===== config.mk =====
export PLATFORM = sky130hd
export DESIGN_NAME = dmabm_arbiter
export DESIGN_NICKNAME = d
export VERILOG_FILES = /design/src/hw/dmabm_pkg.sv /design/src/hw/dmabm_arbiter.sv
export SDC_FILE = /design/constraint.sdc
export NUM_CORES = 1
export LEC_CHECK = 0
export BUFFER_PORTS_ARGS = -buffer_cell sky130_fd_sc_hd__buf_2
export CORE_ASPECT_RATIO = 2
export CORE_MARGIN = 1
export CORE_UTILIZATION = 50
export DETAILED_ROUTE_END_ITERATION = 7
export PLACE_DENSITY = 0.73
export SLEW_MARGIN = 30
export SYNTH_ARGS = -nofsm -noshare
export SYNTH_HDL_FRONTEND = slang
export SYNTH_SLANG_ARGS = --single-unit

===== constraint.sdc =====
create_clock -name clk_in -period 1.7 [get_ports clk_in]
set_clock_uncertainty 0.15 [all_clocks]
set_input_delay 0.085 -clock clk_in [delete_from_list [all_inputs] [get_ports clk_in]]
set_output_delay 0.085 -clock clk_in [all_outputs]
set_load 0.005 [all_outputs]

===== src/hw/dmabm_pkg.sv =====
/*
 * dmabm_pkg: constants and carrier structs for the dma bus mastership block.
 * assumes a single 100 MHz clock shared with the external arbiter.
 */
`default_nettype none
package dmabm_pkg;
    // ****************************************
    // timing
    // ****************************************
    localparam int CLK_PERIOD_NS        = 10;
    localparam int REQ_TO_CYCLE_CLKS    = 12;
    localparam int HALT_REARB_CLKS      = 3;
    localparam int CS_MIN_PULSE_CLKS    = 2;
    localparam int CNT_W                = 5;

    // ****************************************
    // exception codes
    // ****************************************
    localparam logic [2:0] EXC_NORMAL   = 3'h0;
    localparam logic [2:0] EXC_HALT     = 3'h1;
    localparam logic [2:0] EXC_RETRY    = 3'h3;
    localparam logic [2:0] EXC_RELINQ   = 3'h4;

    // ****************************************
    // carriers
    // ****************************************
    typedef struct packed {
        logic grant;
        logic addr_strobe;
        logic grant_ack;
        logic chip_select;
        logic interrupt_ack;
    } dmabm_bus_in_t;

    typedef struct packed {
        logic bus_request;
        logic own;
        logic grant_ack_drive;
    } dmabm_bus_out_t;

    typedef enum logic [5:0] {
        ST_IDLE    = 6'b00_0001,
        ST_REQ     = 6'b00_0010,
        ST_WAITREL = 6'b00_0100,
        ST_OWN     = 6'b00_1000,
        ST_ACK     = 6'b01_0000,
        ST_RELEASE = 6'b10_0000
    } dmabm_state_t;
endpackage
`default_nettype wire


===== src/hw/dmabm_arbiter.sv =====
/*
 * dmabm_arbiter: bus request, take-over and release handshake of a dma
 * controller, plus cycle-steal request windows and exception holdoff.
 * assumes the arbiter and host share clk_in; all inputs synchronous.
 * half-clock steps are realised as one full clock of this block's clock.
 */
`default_nettype none
module dmabm_arbiter #(
    parameter int CHANNELS = 4
) (
    input  wire logic                    clk_in,
    input  wire logic                    rst_n_in,
    input  wire logic [CHANNELS-1:0]     channel_request_in,
    input  wire logic [CHANNELS-1:0]     ignore_window_in,
    input  wire dmabm_pkg::dmabm_bus_in_t bus_in,
    input  wire logic [2:0]              exception_code_in,
    input  wire logic                    last_cycle_done_in,
    output logic                         bus_request_out,
    output logic                         own_out,
    output logic                         grant_acknowledge_out,
    output logic                         grant_acknowledge_oe_out,
    output logic                         cycle_start_out,
    output logic [CHANNELS-1:0]          channel_serviced_out
);
    // ****************************************
    // cycle-steal request windows
    // ****************************************
    logic [CHANNELS-1:0] req_prev;
    logic [CHANNELS-1:0] pending;
    logic [CHANNELS-1:0] in_window;
    logic [1:0]          hold_cnt [CHANNELS];
    logic [CHANNELS-1:0] grant_sel;

    function automatic logic [CHANNELS-1:0] first_one(input logic [CHANNELS-1:0] v);
        logic [CHANNELS-1:0] r;
        r = '0;
        for (int i = CHANNELS - 1; i >= 0; i--) begin
            if (v[i]) begin
                r = '0;
                r[i] = 1'b1;
            end
        end
        return r;
    endfunction

    always_ff @(posedge clk_in or negedge rst_n_in) begin
        if (!rst_n_in) begin
            req_prev  <= '0;
            in_window <= '0;
            pending   <= '0;
            for (int i = 0; i < CHANNELS; i++) begin
                hold_cnt[i] <= 2'h0;
            end
        end else begin
            req_prev <= channel_request_in;
            for (int i = 0; i < CHANNELS; i++) begin
                // clear first, so a new set in the same cycle wins
                if (channel_serviced_out[i]) begin
                    pending[i] <= 1'b0;
                end
                // edge inside an ignore window is only tracked
                if (channel_request_in[i] && !req_prev[i]) begin
                    in_window[i] <= ignore_window_in[i];
                    hold_cnt[i]  <= 2'h0;
                    if (!ignore_window_in[i]) begin
                        pending[i] <= 1'b1;
                    end
                end else if (in_window[i] && channel_request_in[i]
                             && !ignore_window_in[i]) begin
                    // held into following window: counts as new
                    if (hold_cnt[i] == 2'(dmabm_pkg::CS_MIN_PULSE_CLKS - 1)) begin
                        pending[i]   <= 1'b1;
                        in_window[i] <= 1'b0;
                    end else begin
                        hold_cnt[i] <= hold_cnt[i] + 2'h1;
                    end
                end else if (in_window[i] && !channel_request_in[i]) begin
                    in_window[i] <= 1'b0; // dropped inside window
                end
            end
        end
    end

    // ****************************************
    // exception holdoff
    // ****************************************
    logic       halted;
    logic       retry_wait;
    logic [1:0] rearb_cnt;
    logic       holdoff;

    assign holdoff = halted || (rearb_cnt != 2'h0);

    always_ff @(posedge clk_in or negedge rst_n_in) begin
        if (!rst_n_in) begin
            halted     <= 1'b0;
            retry_wait <= 1'b0;
            rearb_cnt  <= 2'h0;
        end else begin
            halted     <= (exception_code_in == dmabm_pkg::EXC_HALT)
                          || (exception_code_in == dmabm_pkg::EXC_RELINQ);
            retry_wait <= exception_code_in == dmabm_pkg::EXC_RETRY;
            if (halted && exception_code_in == dmabm_pkg::EXC_NORMAL) begin
                rearb_cnt <= 2'(dmabm_pkg::HALT_REARB_CLKS);
            end else if (rearb_cnt != 2'h0) begin
                rearb_cnt <= rearb_cnt - 2'h1;
            end
        end
    end

    // ****************************************
    // mastership state machine
    // ****************************************
    dmabm_pkg::dmabm_state_t state;
    logic [dmabm_pkg::CNT_W-1:0] lead_cnt;
    logic host_access;
    logic any_pending;
    logic [CHANNELS-1:0] waiting;

    // a channel in its serviced cycle is no longer a candidate
    assign waiting     = pending & ~channel_serviced_out;
    assign host_access = bus_in.chip_select || bus_in.interrupt_ack;
    assign any_pending = |waiting;

    always_ff @(posedge clk_in or negedge rst_n_in) begin
        if (!rst_n_in) begin
            state                    <= dmabm_pkg::ST_IDLE;
            bus_request_out          <= 1'b0;
            own_out                  <= 1'b0;
            grant_acknowledge_out    <= 1'b0;
            grant_acknowledge_oe_out <= 1'b0;
            cycle_start_out          <= 1'b0;
            channel_serviced_out     <= '0;
            grant_sel                <= '0;
            lead_cnt                 <= '0;
        end else begin
            cycle_start_out      <= 1'b0;
            channel_serviced_out <= '0;
            if (lead_cnt != '0) begin
                lead_cnt <= lead_cnt - 1'b1;
            end
            unique case (state)
                dmabm_pkg::ST_IDLE: begin
                    if (any_pending && !holdoff) begin
                        state           <= dmabm_pkg::ST_REQ;
                        bus_request_out <= !host_access;
                        lead_cnt        <= dmabm_pkg::CNT_W'(dmabm_pkg::REQ_TO_CYCLE_CLKS - 1);
                    end
                end
                dmabm_pkg::ST_REQ: begin
                    bus_request_out <= !host_access;
                    if (!host_access && bus_in.grant) begin
                        state <= dmabm_pkg::ST_WAITREL;
                    end
                end
                dmabm_pkg::ST_WAITREL: begin
                    bus_request_out <= !host_access;
                    if (!bus_in.grant) begin
                        state <= dmabm_pkg::ST_REQ;
                    end else if (!bus_in.addr_strobe && !bus_in.grant_ack) begin
                        state   <= dmabm_pkg::ST_OWN;
                        own_out <= 1'b1;
                        grant_acknowledge_oe_out <= 1'b1;
                    end
                end
                dmabm_pkg::ST_OWN: begin
                    grant_acknowledge_out <= 1'b1;
                    state <= dmabm_pkg::ST_ACK;
                end
                dmabm_pkg::ST_ACK: begin
                    bus_request_out <= 1'b0;
                    // one channel at a time, serialised
                    if (grant_sel == '0 && lead_cnt == '0 && any_pending && !retry_wait) begin
                        grant_sel       <= first_one(waiting);
                        cycle_start_out <= 1'b1;
                    end else if (grant_sel != '0 && last_cycle_done_in && !retry_wait) begin
                        channel_serviced_out <= grant_sel;
                        grant_sel            <= '0;
                        if ((pending & ~grant_sel) == '0 || halted) begin
                            grant_acknowledge_out <= 1'b0;
                            state <= dmabm_pkg::ST_RELEASE;
                        end
                    end
                end
                dmabm_pkg::ST_RELEASE: begin
                    own_out                  <= 1'b0;
                    grant_acknowledge_oe_out <= 1'b0;
                    state                    <= dmabm_pkg::ST_IDLE;
                end
                default: begin
                    state <= dmabm_pkg::ST_IDLE;
                end
            endcase
        end
    end
endmodule
`default_nettype wire


# Word-level counts from Yosys, hierarchy flattened
# Index checks and enable logic that the tools add are counted.
[totals] register_bits=47 input_bits=19 output_inout_bits=9 elab_cells=222
[op_classes] n_addsub=6 n_eq_ne=29 muxes=81 bitwise=4 n_reduce_logical=81
[op_table] op="$mux W1" count=44
[op_table] op="$mux W6" count=7
[op_table] op="$mux W4" count=9
[op_table] op="$pmux W6 S5" count=1
[op_table] op="$mux W2" count=14
[op_table] op="$logic_and A1 B1 Y1" count=25
[op_table] op="$ne A2 B2 Y1 const B" count=11
[op_table] op="$reduce_and A2 Y1" count=10
[op_table] op="$reduce_bool A2 Y1" count=9
[op_table] op="$logic_not A1 Y1" count=17
[op_table] op="$mux W5" count=3
[op_table] op="$reduce_bool A3 Y1" count=5
[op_table] op="$ne A3 B2 Y1 const B" count=4
[op_table] op="$add A2 B1 Y2 const B" count=4
[op_table] op="$and A4 B4 Y4" count=2
[op_table] op="$eq A2 B1 Y1 const B" count=4
[op_table] op="$logic_not A4 Y1" count=2
[op_table] op="$not A4 Y4" count=2
[op_table] op="$eq A6 B1 Y1 const B" count=1
[op_table] op="$eq A6 B2 Y1 const B" count=1
[op_table] op="$eq A6 B3 Y1 const B" count=1
[op_table] op="$eq A6 B4 Y1 const B" count=1
[op_table] op="$eq A6 B5 Y1 const B" count=1
[op_table] op="$eq A6 B6 Y1 const B" count=1
[op_table] op="18 further kinds" count=22

# Depth between registers and ports, before layout
# Gate-level depths: netlist of run 1.
[depth] depth_word=8 ltp_mapped=6 mapped_depth_nobuf=6

# Least setup slack after synthesis of run 1
# OpenSTA, ideal clock, no wires.
[synth_path] kind="reg2reg" startpoint="reg state[5]" endpoint="reg bus_request_out" setup_ns=0.125 arrival_time_ns=1.621 t_required_ns=1.425 setup_slack_ns=-0.196 path_stages_with_launch=5 period_less_slack_ns=1.896 path_cell_list="dfrtp_1 or4_4 or2_1 o32ai_2 mux2_4"
[synth_between] elab_chain_len=4 word_cells_on_any_way=9
[synth_rtl] item="start, declared" line="dmabm_arbiter.sv:114" text="dmabm_pkg::dmabm_state_t state;"
[synth_rtl] item="start signal, assigned" line="dmabm_arbiter.sv:127" text="state <= dmabm_pkg::ST_IDLE;"
[synth_rtl] item="start signal, assigned" line="dmabm_arbiter.sv:145" text="state <= dmabm_pkg::ST_REQ;"
[synth_rtl] item="start signal, assigned" line="dmabm_arbiter.sv:153" text="state <= dmabm_pkg::ST_WAITREL;"
[synth_rtl] item="$eq A6 B3 Y1 or $eq A6 B2 Y1 (tied branches)" line="dmabm_arbiter.sv:142" text="unique case (state)"
[synth_rtl] item="$reduce_or A2 Y1 (no line)"
[synth_rtl] item="$reduce_bool A3 Y1 (no line)"
[synth_rtl] item="$reduce_and A2 Y1 (no line)"
[synth_rtl] item="end signal, assigned" line="dmabm_arbiter.sv:146" text="bus_request_out <= !host_access;"
[synth_rtl] item="end signal, assigned" line="dmabm_arbiter.sv:151" text="bus_request_out <= !host_access;"
[synth_rtl] item="end signal, assigned" line="dmabm_arbiter.sv:157" text="bus_request_out <= !host_access;"
[synth_rtl] item="end, declared" line="dmabm_arbiter.sv:18" text="output logic bus_request_out,"
# Several ways; a longest one is shown, not always the timed one.
# A chain may end at the register's enable or synchronous reset.

# Final worst setup path of run 1
# Same ends and word-level chain as after synthesis.

==> key figures, run 1 <==
Final layout
  • Layout cells sized above 1: ~33%
  • Finished Core Util: 73.1%
  • Area delta synth->final: 40.8%
  • ANT cells: 0
  • Final Net Count: between 300 and 400

Placed design
  • Pre-CTS setup slack: -0.233 ns
  • Port buffer count: 27
  • Dpl hpwl: 3.45 mm
  • Gpl congestion: about 0.76

Clock network
  • CTS tree: done
  • Clk root buf: clkbuf_8
  • Clk slew on worst S/H paths: roughly 0.080 ns
  • CTS H-tree depth: 2
  • Worst-Skew Late Latency: 0.30 ns
  • Number of CTS-inserted buffers: 5
  • CTS Buffer Depth: 2
  • # clock sinks: 47

Setup path
  • CP Cell Sequence: or4_4 > or2_4 > o32ai_4 > mux2_4
  • Largest stage delay on the critical path: between 0.5 and 0.6 ns
  • Worst endpoint required time: between 1.5 and 2 ns
  • Critical Path End Type: register
  • Worst Path Max Fanout: 4
  • WS Path Type: register to register
  • Crit path max-delay cell type: or4_4
  • Worst Path Arrival: 2.03 ns
  • Crit start category: register

Timing
  • Tmin final: roughly 2.0 ns
  • RSZ-0062 raised after global routing: yes
  • Relative slew slack: roughly four fifths
  • Fin crit share: 118%
  • Max frequency: 500 MHz
  • Worst slew pin tran: roughly 0.28 ns
  • Max Slew Vio Count: 0
  • Fin. Hold Viols: 0
  • Final setup viols: 14
  • Setup ws final: -0.302 ns

Synthesis
  • #FFs+latches synth: 47
  • Async SR Flop Fraction: 100%
  • Sequential area share after synthesis: a little over half
  • Netlist cell types: 46
  • Number of flops mapped to enable cells by yosys: 0
  • Mean post-synth cell area: roughly 11 µm²
  • Post-Syn Nets: ~230
  • Yosys warnings: 0
  • Mapped Area: around 2300 µm²
  • Mapped Cells: between 200 and 250
  • Dominant synthesized flop cell: dfrtp_1

Route
  • Routed wire length: 5.31 mm
  • Routed Antenna Nets: 0
  • DRT iter0 DRCs: 27
  • Drt drc: 0
  • Pre-antenna DRT Iters: 4
  • Post-DR wirelength/cell: around 15 µm
  • Via count: 1878
  • DR vias/cell: about 5.4

Global routing
  • Global Route Usage Sum: 23.4%
  • First-pass GRT wire length: ~8.5 mm
  • Met1 GRT Util: between 20% and 30%
  • Total global routing overflow: 0
  • Initial antenna violation count: 0
  • Vias in the first global route: about 1.9k
  • Met2 usage: a little over two fifths
  • Largest net degree at the start of global routing: 48
  • Met3 usage: around 3.1%
  • Global-route layer with the greatest usage: met2

Floorplan
  • FP Rows: 34
  • # IOs: 28
  • Starting Density: around half
  • Die area: 4800 µm²
  • Die H: just under 100 µm
  • Placeable core region: roughly 4300 µm²
  • Die width: about 49 µm

Run status
  • Failing checks: negative setup slack
  • Status: finished with violations

Power and ir drop
  • Leakage: ~1.5 nW
  • Power density cells: about 1100 nW/µm²
  • Maximum vdd drop: approximately 740 µV

Flow run
  • Max-Cap Viols: 0

Min path
  • Tightest Hold Check Type: primary input to register
[registers in the layout, indices dropped and copies added (netlist names), 2 cells and up]
| name | count |
|---|---|
| channel_serviced_out | 4 |
| grant_sel | 4 |
| hold_cnt | 8 |
| in_window | 4 |
| lead_cnt | 5 |
| pending | 4 |
| rearb_cnt | 2 |
| req_prev | 4 |
| state | 6 |
[power by group]
group,internal (mW),switching (mW),total (mW)
clock network,0.431,0.356,0.788
registers,1.29,0.125,1.42
logic,0.697,0.565,1.26
total,2.42,1.05,3.47
[cells by family after synthesis]
| group | share of synthesized area [%] |
|---|---|
| flip-flops | 52.2 |
| XOR/XNOR | 1.94 |
| adder cells (fa/ha/maj) | 3.33 |
| AND/OR/NAND/NOR | 22.4 |
| AO/OA/AOI/OAI | 14.3 |
| multiplexers | 2.44 |
| buffers and inverters | 3.33 |
[cell usage after synthesis (3+ instances only)]
master | instances | area share (%)
nand2_1 | 16 | 2.7
nand4bb_1 | 3 | 1.5
o21ai_0 | 8 | 1.8
nor3_1 | 5 | 1.1
inv_1 | 18 | 3.0
nor2b_1 | 4 | 1.1
nand2b_1 | 11 | 3.1
and3_1 | 6 | 1.7
o211ai_1 | 3 | 1.0
o2bb2ai_1 | 4 | 1.6
a22o_1 | 4 | 1.6
o31ai_1 | 5 | 1.7
dfrtp_1 | 46 | 51
nor3b_1 | 6 | 2.0
xnor2_1 | 4 | 1.6
o22ai_1 | 5 | 1.4
a21oi_1 | 5 | 1.1
a21boi_0 | 3 | 1.0
mux2i_1 | 4 | 1.8
nor2_1 | 11 | 1.8
ha_1 | 6 | 3.3
[layer usage]
metal | wire length (µm) | vias to the layer above
met5 | 0 | -
met4 | 138 | 0
met3 | 108 | 12
met2 | 3020 | 32
met1 | 2040 | 919
li1 | - | 915
[layout make-up]
class                   instances  area, µm²
flip-flops and latches         47       1180
fillers                       315       1170
multi-input cells             141       1140
repair buffers                 81        613
clock buffers                   6       72.6
inverters                      18       67.6
well taps                      54       67.6
clock inverters                 1       30.0
[worst max-delay path, delay by kind of cell (launching register included)]
kind,cells,cell delay (ns)
AO/OA/AOI/OAI,1,0.14
flip-flops,1,0.40
multiplexers,1,0.32
AND/OR/NAND/NOR,2,0.87
[worst paths after layout]
kind / cells past startpoint / to / slack, ns / startpoint
max: 4 / bus_request_out / -0.30 / state[5]
min: 4 / state[4] / 0.13 / last_cycle_done_in
max reg2reg: 4 / bus_request_out / -0.30 / state[5]
min reg2reg: 2 / hold_cnt[7] / 0.34 / hold_cnt[7]
max in group asynchronous: 3 / state[0] / 0.98 / rst_n_in
min in group asynchronous: 3 / in_window[2] / 0.14 / rst_n_in
[through the flow]
stage / cells / power [mW] / area [µm²] / hold slack, ns / TNS [ns]
6_report: 348 / 3.47 / 3170 / 0.128 / -1.45
5_1_grt: 348 / 3.66 / 3170 / 0.149 / -2.50
4_1_cts: 344 / 3.39 / 3050 / 0.0493 / -2.48
3_5_place_dp: 316 / 2.48 / 2690 / -0.0644 / -1.99
3_3_place_gp: 316 / 2.45 / 2690 / -0.0669 / -1.33
2_1_floorplan: 207 / 2.07 / 2260 / -0.361 / -0.516
[what timing repair did]
action | CTS | global route
gates cloned | 0 | 0
buffers inserted | 0 | 4
hold endpoints to repair | 69 | 0
hold buffers | 21 | 0
resized for setup | 10 | 20
pin swaps | 3 | 16
endpoints found under the setup margin | 17 | 25
[cells in the final DEF, fill, tap and decap left out, drive strengths merged, types with 6 or more instances in the layout]
cell type and instances:
clkbuf 6, and3 6, nor3b 8, inv 18, o21ai 9, nor2 12
nand2b 11, nand2 16, dfrtp 46, buf 60, ha 6, dlygate4sd3 21
No activity file was read; power rests on OpenSTA's default activity.
==> run 2, diff against run 1 <==
Settings changed: REMOVE_ABC_BUFFERS set to 1, SKIP_LAST_GASP set to 1.
==> key figures, run 2 (same netlist as run 1, synthesis figures left out) <==
Run status
  • Status: finished with violations
  • Failing checks: negative setup slack

Floorplan
  • Die H: 96.9 µm (unchanged)
  • Die width: 49.5 µm (unchanged)
  • Die area: 4800 µm² (unchanged)
  • Placeable core region: 4340 µm² (unchanged)
  • # IOs: 28 (unchanged)
  • FP Rows: 34 (unchanged)
  • Starting Density: 51.9% (unchanged)

Final layout
  • Multi-input gate area: 1120 µm² (-2.3%)
  • Area delta synth->final: 39.7%
  • Final Net Count: 321 (+0.63%)
  • Most frequent cells in the layout: dfrtp_1 (46), buf_4 (33), buf_2 (27)
  • ANT cells: 0 (unchanged)
  • Flip-flop and latch area: 1180 µm² (unchanged)
  • Biggest regs: hold_cnt: 8 flops, state: 6 flops, lead_cnt: 5 flops
  • Commonest non-fill, non-tap cell in the layout: dfrtp_1
  • Layout cells sized above 1: 33.3% (unchanged)
  • Register name with the most flops: hold_cnt
  • Max reg flops: 8 (unchanged)
  • Fillers: 327 (+3.8%)
  • Finished Core Util: 72.5% (-0.58 points)

Setup path
  • Reg2reg start: state[5]
  • WS Path Type: register to register
  • Crit path max-delay cell type: or4_4
  • RR Endpoint: bus_request_out
  • R2r setup slk: -0.24 ns (+0.06 ns)
  • Delay-heaviest family, CP: simple AND/OR/NAND/NOR gates
  • CP bufs+invs: 0 (unchanged)
  • Critical Path End Type: register
  • Worst Path Arrival: 1.97 ns (-0.06 ns)
  • CP Cell Sequence: or4_4 > or2_4 > o32ai_4 > mux2_4
  • Worst Path Max Fanout: 4 (unchanged)
  • Crit start category: register
  • Worst endpoint required time: 1.73 ns (about the same)
  • Largest stage delay on the critical path: 0.57 ns (-0.02 ns)
  • Worst Reg2Reg Path Length in Cells: 4 (unchanged)

Clock network
  • # clock sinks: 47 (unchanged)
  • CTS Buffer Depth: 2 (unchanged)
  • Clk slew on worst S/H paths: 0.08 ns (about the same)
  • CTS H-tree depth: 2 (unchanged)
  • Clk root buf: clkbuf_8
  • Number of CTS-inserted buffers: 5 (unchanged)
  • Worst-Skew Late Latency: 0.29 ns (about the same)
  • CTS tree: done

Global routing
  • Initial antenna violation count: 0 (unchanged)
  • Largest net degree at the start of global routing: 48 (unchanged)
  • Global Route Usage Sum: 23.4% (-0.057 points)
  • First-pass GRT wire length: 8.71 mm (+2.1%)
  • Total global routing overflow: 0 (unchanged)
  • Vias in the first global route: 1988 (+2.9%)

Power and ir drop
  • Sw Ratio: 30.9% (+0.73 points)
  • Maximum vdd drop: 770 µV (+3.3%)
  • Comb pwr share: 37.5% (+1.1 points)
  • Total Power: 3.36 mW (-3.2%)
  • Power density cells: 1070 nW/µm² (-2.4%)
  • Sequential Power Share: 42.2% (+1.3 points)
  • Clock power frac: 20.3% (-2.4 points)
  • Pint: 2.32 mW (-4.2%)
  • Switching pwr: 1.04 mW (-0.84%)
  • Leakage: 1.46 nW (-0.12%)

Route
  • Via count: 1924 (+2.4%)
  • DR vias/cell: 5.48 (+1.6%)
  • DRT iter0 DRCs: 45 (+67%)
  • Routed Antenna Nets: 0 (unchanged)
  • Pre-antenna DRT Iters: 4 (unchanged)
  • Routed wire length: 5.33 mm (+0.53%)
  • Drt drc: 0 (unchanged)
  • Post-DR wirelength/cell: 15.2 µm (-0.33%)

Timing
  • RSZ-0062 raised after global routing: yes
  • Worst slew pin tran: 0.483 ns (+0.200 ns)
  • Relative slew slack: 67.4% (-14 points)
  • Final setup viols: 21 (+7)
  • Max frequency: 515 MHz (+3.1%)
  • Fin crit share: 114% (-3.5 points)
  • Setup ws final: -0.242 ns (+0.0600 ns)
  • Max Slew Vio Count: 0 (unchanged)
  • Tmin final: 1.94 ns (-0.0600 ns)
  • Fin. Hold Viols: 0 (unchanged)

Placed design
  • Port buffer count: 27 (unchanged)
  • Dpl hpwl: 3.53 mm (+2.4%)
  • Gpl congestion: 0.768 (+0.95%)

Min path
  • Min-Delay Endpoint: state[4]
  • Tightest Hold Check Type: primary input to register
  • Worst hold stages: 4 (unchanged)
  • Hold Crit Start: last_cycle_done_in

Flow run
  • Max-Cap Viols: 0 (unchanged)
-- run 2: cell count changes in the layout (fill, tap and decap cells not counted), sizes merged --
cell,previous run,this run
buf,60,63
bufinv,1,0
clkbuf,6,7
clkinv,0,1
dlygate4sd3,21,20
-- run 2: timing repair --
action,4_1_cts,5_1_grt
setup buffers,1,3
gates resized for setup,14,14
hold buffers,20,0
pin swaps,10,10
hold endpoints to repair,69,0
setup endpoints to repair,22,23
-- run 2: how the worst max path moves through the flow --
stage                   from         endpoint  slack [ns]  cells after the start
global route        state[5]  bus_request_out       -0.28                      4
detailed placement  state[5]  bus_request_out       -0.26                      4
CTS                 state[4]  bus_request_out       -0.22                      4
finish              state[5]  bus_request_out       -0.24                      4
global placement    state[5]  bus_request_out       -0.22                      4
floorplan           state[5]  bus_request_out       -0.20                      4
-- run 2: per-layer routing --
metal	vias up	part of all wire, %	global-route usage (%)
met3	7	3.4	3.77
met1	950	38	26.4
li1	920	-	-
met4	0	1.5	8.13
met2	47	57	42.9
met5	-	0	0
-- run 2: final cells by class --
cell class                 instances  area share [%]
clock buffer                       7            2.74
clock inverter                     1           0.159
inverter                          18            2.15
multi-input combinational        141            35.5
sequential                        47            37.4
tap                               54            2.15
timing repair buffer              83            19.9
-- run 2: power groups by stage --
| stage | clock network [mW] | registers, mW | logic, mW |
|---|---|---|---|
| 2_1_floorplan | 0 | 1.42 | 0.633 |
| 3_3_place_gp | 0 | 1.41 | 1.04 |
| 5_1_grt | 0.736 | 1.44 | 1.40 |
| 6_report | 0.683 | 1.42 | 1.26 |
| 4_1_cts | 0.696 | 1.40 | 1.19 |
| 3_5_place_dp | 0 | 1.42 | 1.08 |
-- run 2: worst register-to-register path, cell delays in order (launching register included) --
cell and delay (ns):
dfrtp_1 0.40, or4_4 0.57, or2_4 0.27, o32ai_4 0.11, mux2_4 0.32
-- run 2: per-stage QoR --
stage / area (µm²) / hold slack [ns] / setup TNS [ns] / std cells / setup slack [ns]
global route: 3150 / 0.0501 / -3.11 / 351 / -0.279
CTS: 3070 / 0.0320 / -1.27 / 348 / -0.221
floorplan: 2250 / -0.361 / -0.755 / 206 / -0.196
detailed placement: 2700 / -0.0649 / -2.45 / 319 / -0.263
finish: 3150 / 0.0412 / -2.07 / 351 / -0.242
global placement: 2700 / -0.0675 / -1.70 / 319 / -0.220
==> run 3, diff against run 2 <==
Settings changed: CORE_MARGIN 1 to 10, PLACE_DENSITY 0.73 to 0.7.
==> key figures, run 3 (same netlist as run 1, synthesis figures left out) <==
Clock network
  • Clk slew on worst S/H paths: 0.09 ns (about the same)
  • Worst-Skew Late Latency: 0.30 ns (about the same)
  • Number of CTS-inserted buffers: 5 (unchanged)
  • CTS H-tree depth: 2 (unchanged)
  • CTS Buffer Depth: 2 (unchanged)
  • CTS tree: done
  • # clock sinks: 47 (unchanged)
  • Clk root buf: clkbuf_8

Floorplan
  • Die width: 67.5 µm (+36%)
  • FP Rows: 34 (unchanged)
  • Die area: 7760 µm² (+62%)
  • # IOs: 28 (unchanged)
  • Starting Density: 51.9% (unchanged)
  • Die H: 115 µm (+19%)
  • Placeable core region: 4340 µm² (unchanged)

Route
  • M1 WL: 2.01 mm (-0.35%)
  • Drt drc: 0 (unchanged)
  • Routed Antenna Nets: 0 (unchanged)
  • Met3 Wirelength: 153 µm (-16%)
  • WL met2: 3.07 mm (+0.56%)
  • Via count: 1890 (-1.8%)
  • Post-DR wirelength/cell: 15.3 µm (+0.74%)
  • DR vias/cell: 5.40 (-1.5%)
  • Routed wire length: 5.36 mm (+0.45%)
  • Pre-antenna DRT Iters: 4 (unchanged)
  • Highest Signal Layer: met4
  • DRT iter0 DRCs: 63 (+40%)

Power and ir drop
  • Total Power: 3.57 mW (+6.3%)
  • Maximum vdd drop: 753 µV (-2.1%)
  • Leakage: 1.47 nW (+0.84%)
  • Power density cells: 1130 nW/µm² (+5.9%)

Placed design
  • Dpl hpwl: 3.80 mm (+7.7%)
  • Placed Area: 2690 µm² (-0.28%)
  • Port buffer count: 27 (unchanged)
  • Placed cell count: 318 (-0.31%)
  • Gpl congestion: 0.785 (+2.2%)

Final layout
  • ANT cells: 0 (unchanged)
  • Register name with the most flops: hold_cnt
  • Non-filler cells, final: 350 (-0.28%)
  • Biggest regs: hold_cnt: 8 flops, state: 6 flops, lead_cnt: 5 flops
  • Final Net Count: 320 (-0.31%)
  • Area delta synth->final: 40.2%
  • Fillers: 328 (+0.31%)
  • Most frequent cells in the layout: dfrtp_1 (46), buf_4 (31), buf_2 (27)
  • Final instance area: 3160 µm² (+0.36%)
  • Max reg flops: 8 (unchanged)
  • Commonest non-fill, non-tap cell in the layout: dfrtp_1
  • Layout cells sized above 1: 31.4% (-1.9 points)

Global routing
  • Initial antenna violation count: 0 (unchanged)
  • Largest net degree at the start of global routing: 48 (unchanged)
  • Total global routing overflow: 0 (unchanged)
  • Vias in the first global route: 2014 (+1.3%)
  • Global Route Usage Sum: 14.7% (-8.7 points)
  • First-pass GRT wire length: 9.01 mm (+3.5%)

Timing
  • RSZ-0062 raised after global routing: yes
  • Max frequency: 514 MHz (-0.11%)
  • Fin crit share: 114% (+0.12 points)
  • Setup ws final: -0.244 ns (-0.00206 ns)
  • Final setup viols: 19 (-9.5%)
  • Tmin final: 1.94 ns (+0.00206 ns)
  • Worst slew pin tran: 0.323 ns (-0.160 ns)
  • Max Slew Vio Count: 0 (unchanged)
  • Fin. Hold Viols: 0 (unchanged)
  • Relative slew slack: 78.2% (+11 points)

Setup path
  • Critical Path End Type: register
  • Worst Path Max Fanout: 4 (unchanged)
  • RR Endpoint: bus_request_out
  • CP Cell Sequence: or4_4 > or2_1 > o32ai_2 > mux2_4
  • Worst Path Arrival: 1.99 ns (+0.02 ns)
  • Worst Reg2Reg Path Length in Cells: 4 (unchanged)
  • Worst endpoint required time: 1.75 ns (+0.02 ns)
  • Largest stage delay on the critical path: 0.57 ns (about the same)
  • WS Path Type: register to register
  • Crit start category: register
  • Reg2reg start: state[4]
  • Crit path max-delay cell type: or4_4
  • R2r setup slk: -0.24 ns (about the same)

Run status
  • Status: finished with violations
  • Failing checks: negative setup slack

Min path
  • Min-Delay Endpoint: state[4]
  • Tightest Hold Check Type: primary input to register
  • Hold Crit Start: last_cycle_done_in
  • Worst hold stages: 4 (unchanged)

Flow run
  • Max-Cap Viols: 0 (unchanged)
[run 3: metrics by stage]
step	TNS (ns)	util (%)	setup WS (ns)	hold slack, ns
after floorplan	-0.755	-	-0.196	-0.361
after global placement	-1.76	62.1	-0.226	-0.0659
after detailed placement	-2.32	62.1	-0.256	-0.0551
after CTS	-1.40	70.7	-0.229	0.0368
after global routing	-2.89	72.8	-0.295	0.0442
final	-1.66	72.8	-0.244	0.0228
[run 3: routing by layer]
metal / up-vias / track usage (%)
li1: 921 / -
met1: 930 / 14.1
met2: 29 / 28.0
met3: 10 / 2.63
met4: 0 / 6.89
met5: - / 0
[run 3: final cells by class]
| cell class | count | area (µm²) | share of cell area (%) |
|---|---|---|---|
| Sequential cell | 47 | 1180 | 37.3 |
| Multi-Input combinational cell | 141 | 1090 | 34.6 |
| Timing Repair Buffer | 82 | 622 | 19.7 |
| Clock buffer | 6 | 72.6 | 2.30 |
| Inverter | 18 | 67.6 | 2.14 |
| Tap cell | 54 | 67.6 | 2.14 |
| Clock inverter | 2 | 60.1 | 1.90 |
[run 3: how the worst max path moves through the flow]
stage,startpoint,endpoint,slack (ns)
2_1_floorplan,state[5],bus_request_out,-0.20
6_report,state[4],bus_request_out,-0.24
5_1_grt,state[1],bus_request_out,-0.29
3_5_place_dp,state[5],bus_request_out,-0.26
4_1_cts,state[4],bus_request_out,-0.23
3_3_place_gp,state[5],bus_request_out,-0.23
[run 3: timing repair]
action,in CTS,in global routing
pin swaps,5,11
setup endpoints to repair,21,24
hold buffers,20,0
setup buffers,1,3
hold endpoints to repair,70,0
resized for setup,9,14
[run 3: power breakdown]
group          internal (mW)  switching, mW  total [mW]
clock network          0.588          0.377       0.965
registers               1.29          0.122        1.41
logic                  0.673          0.516        1.19
total                   2.55           1.02        3.57
[run 3: critical path: cells and delay by family (launching register included)]
kind,cells,cell delay [ns]
compound gates,1,0.12
flops,1,0.41
mux,1,0.33
simple gates,2,0.83
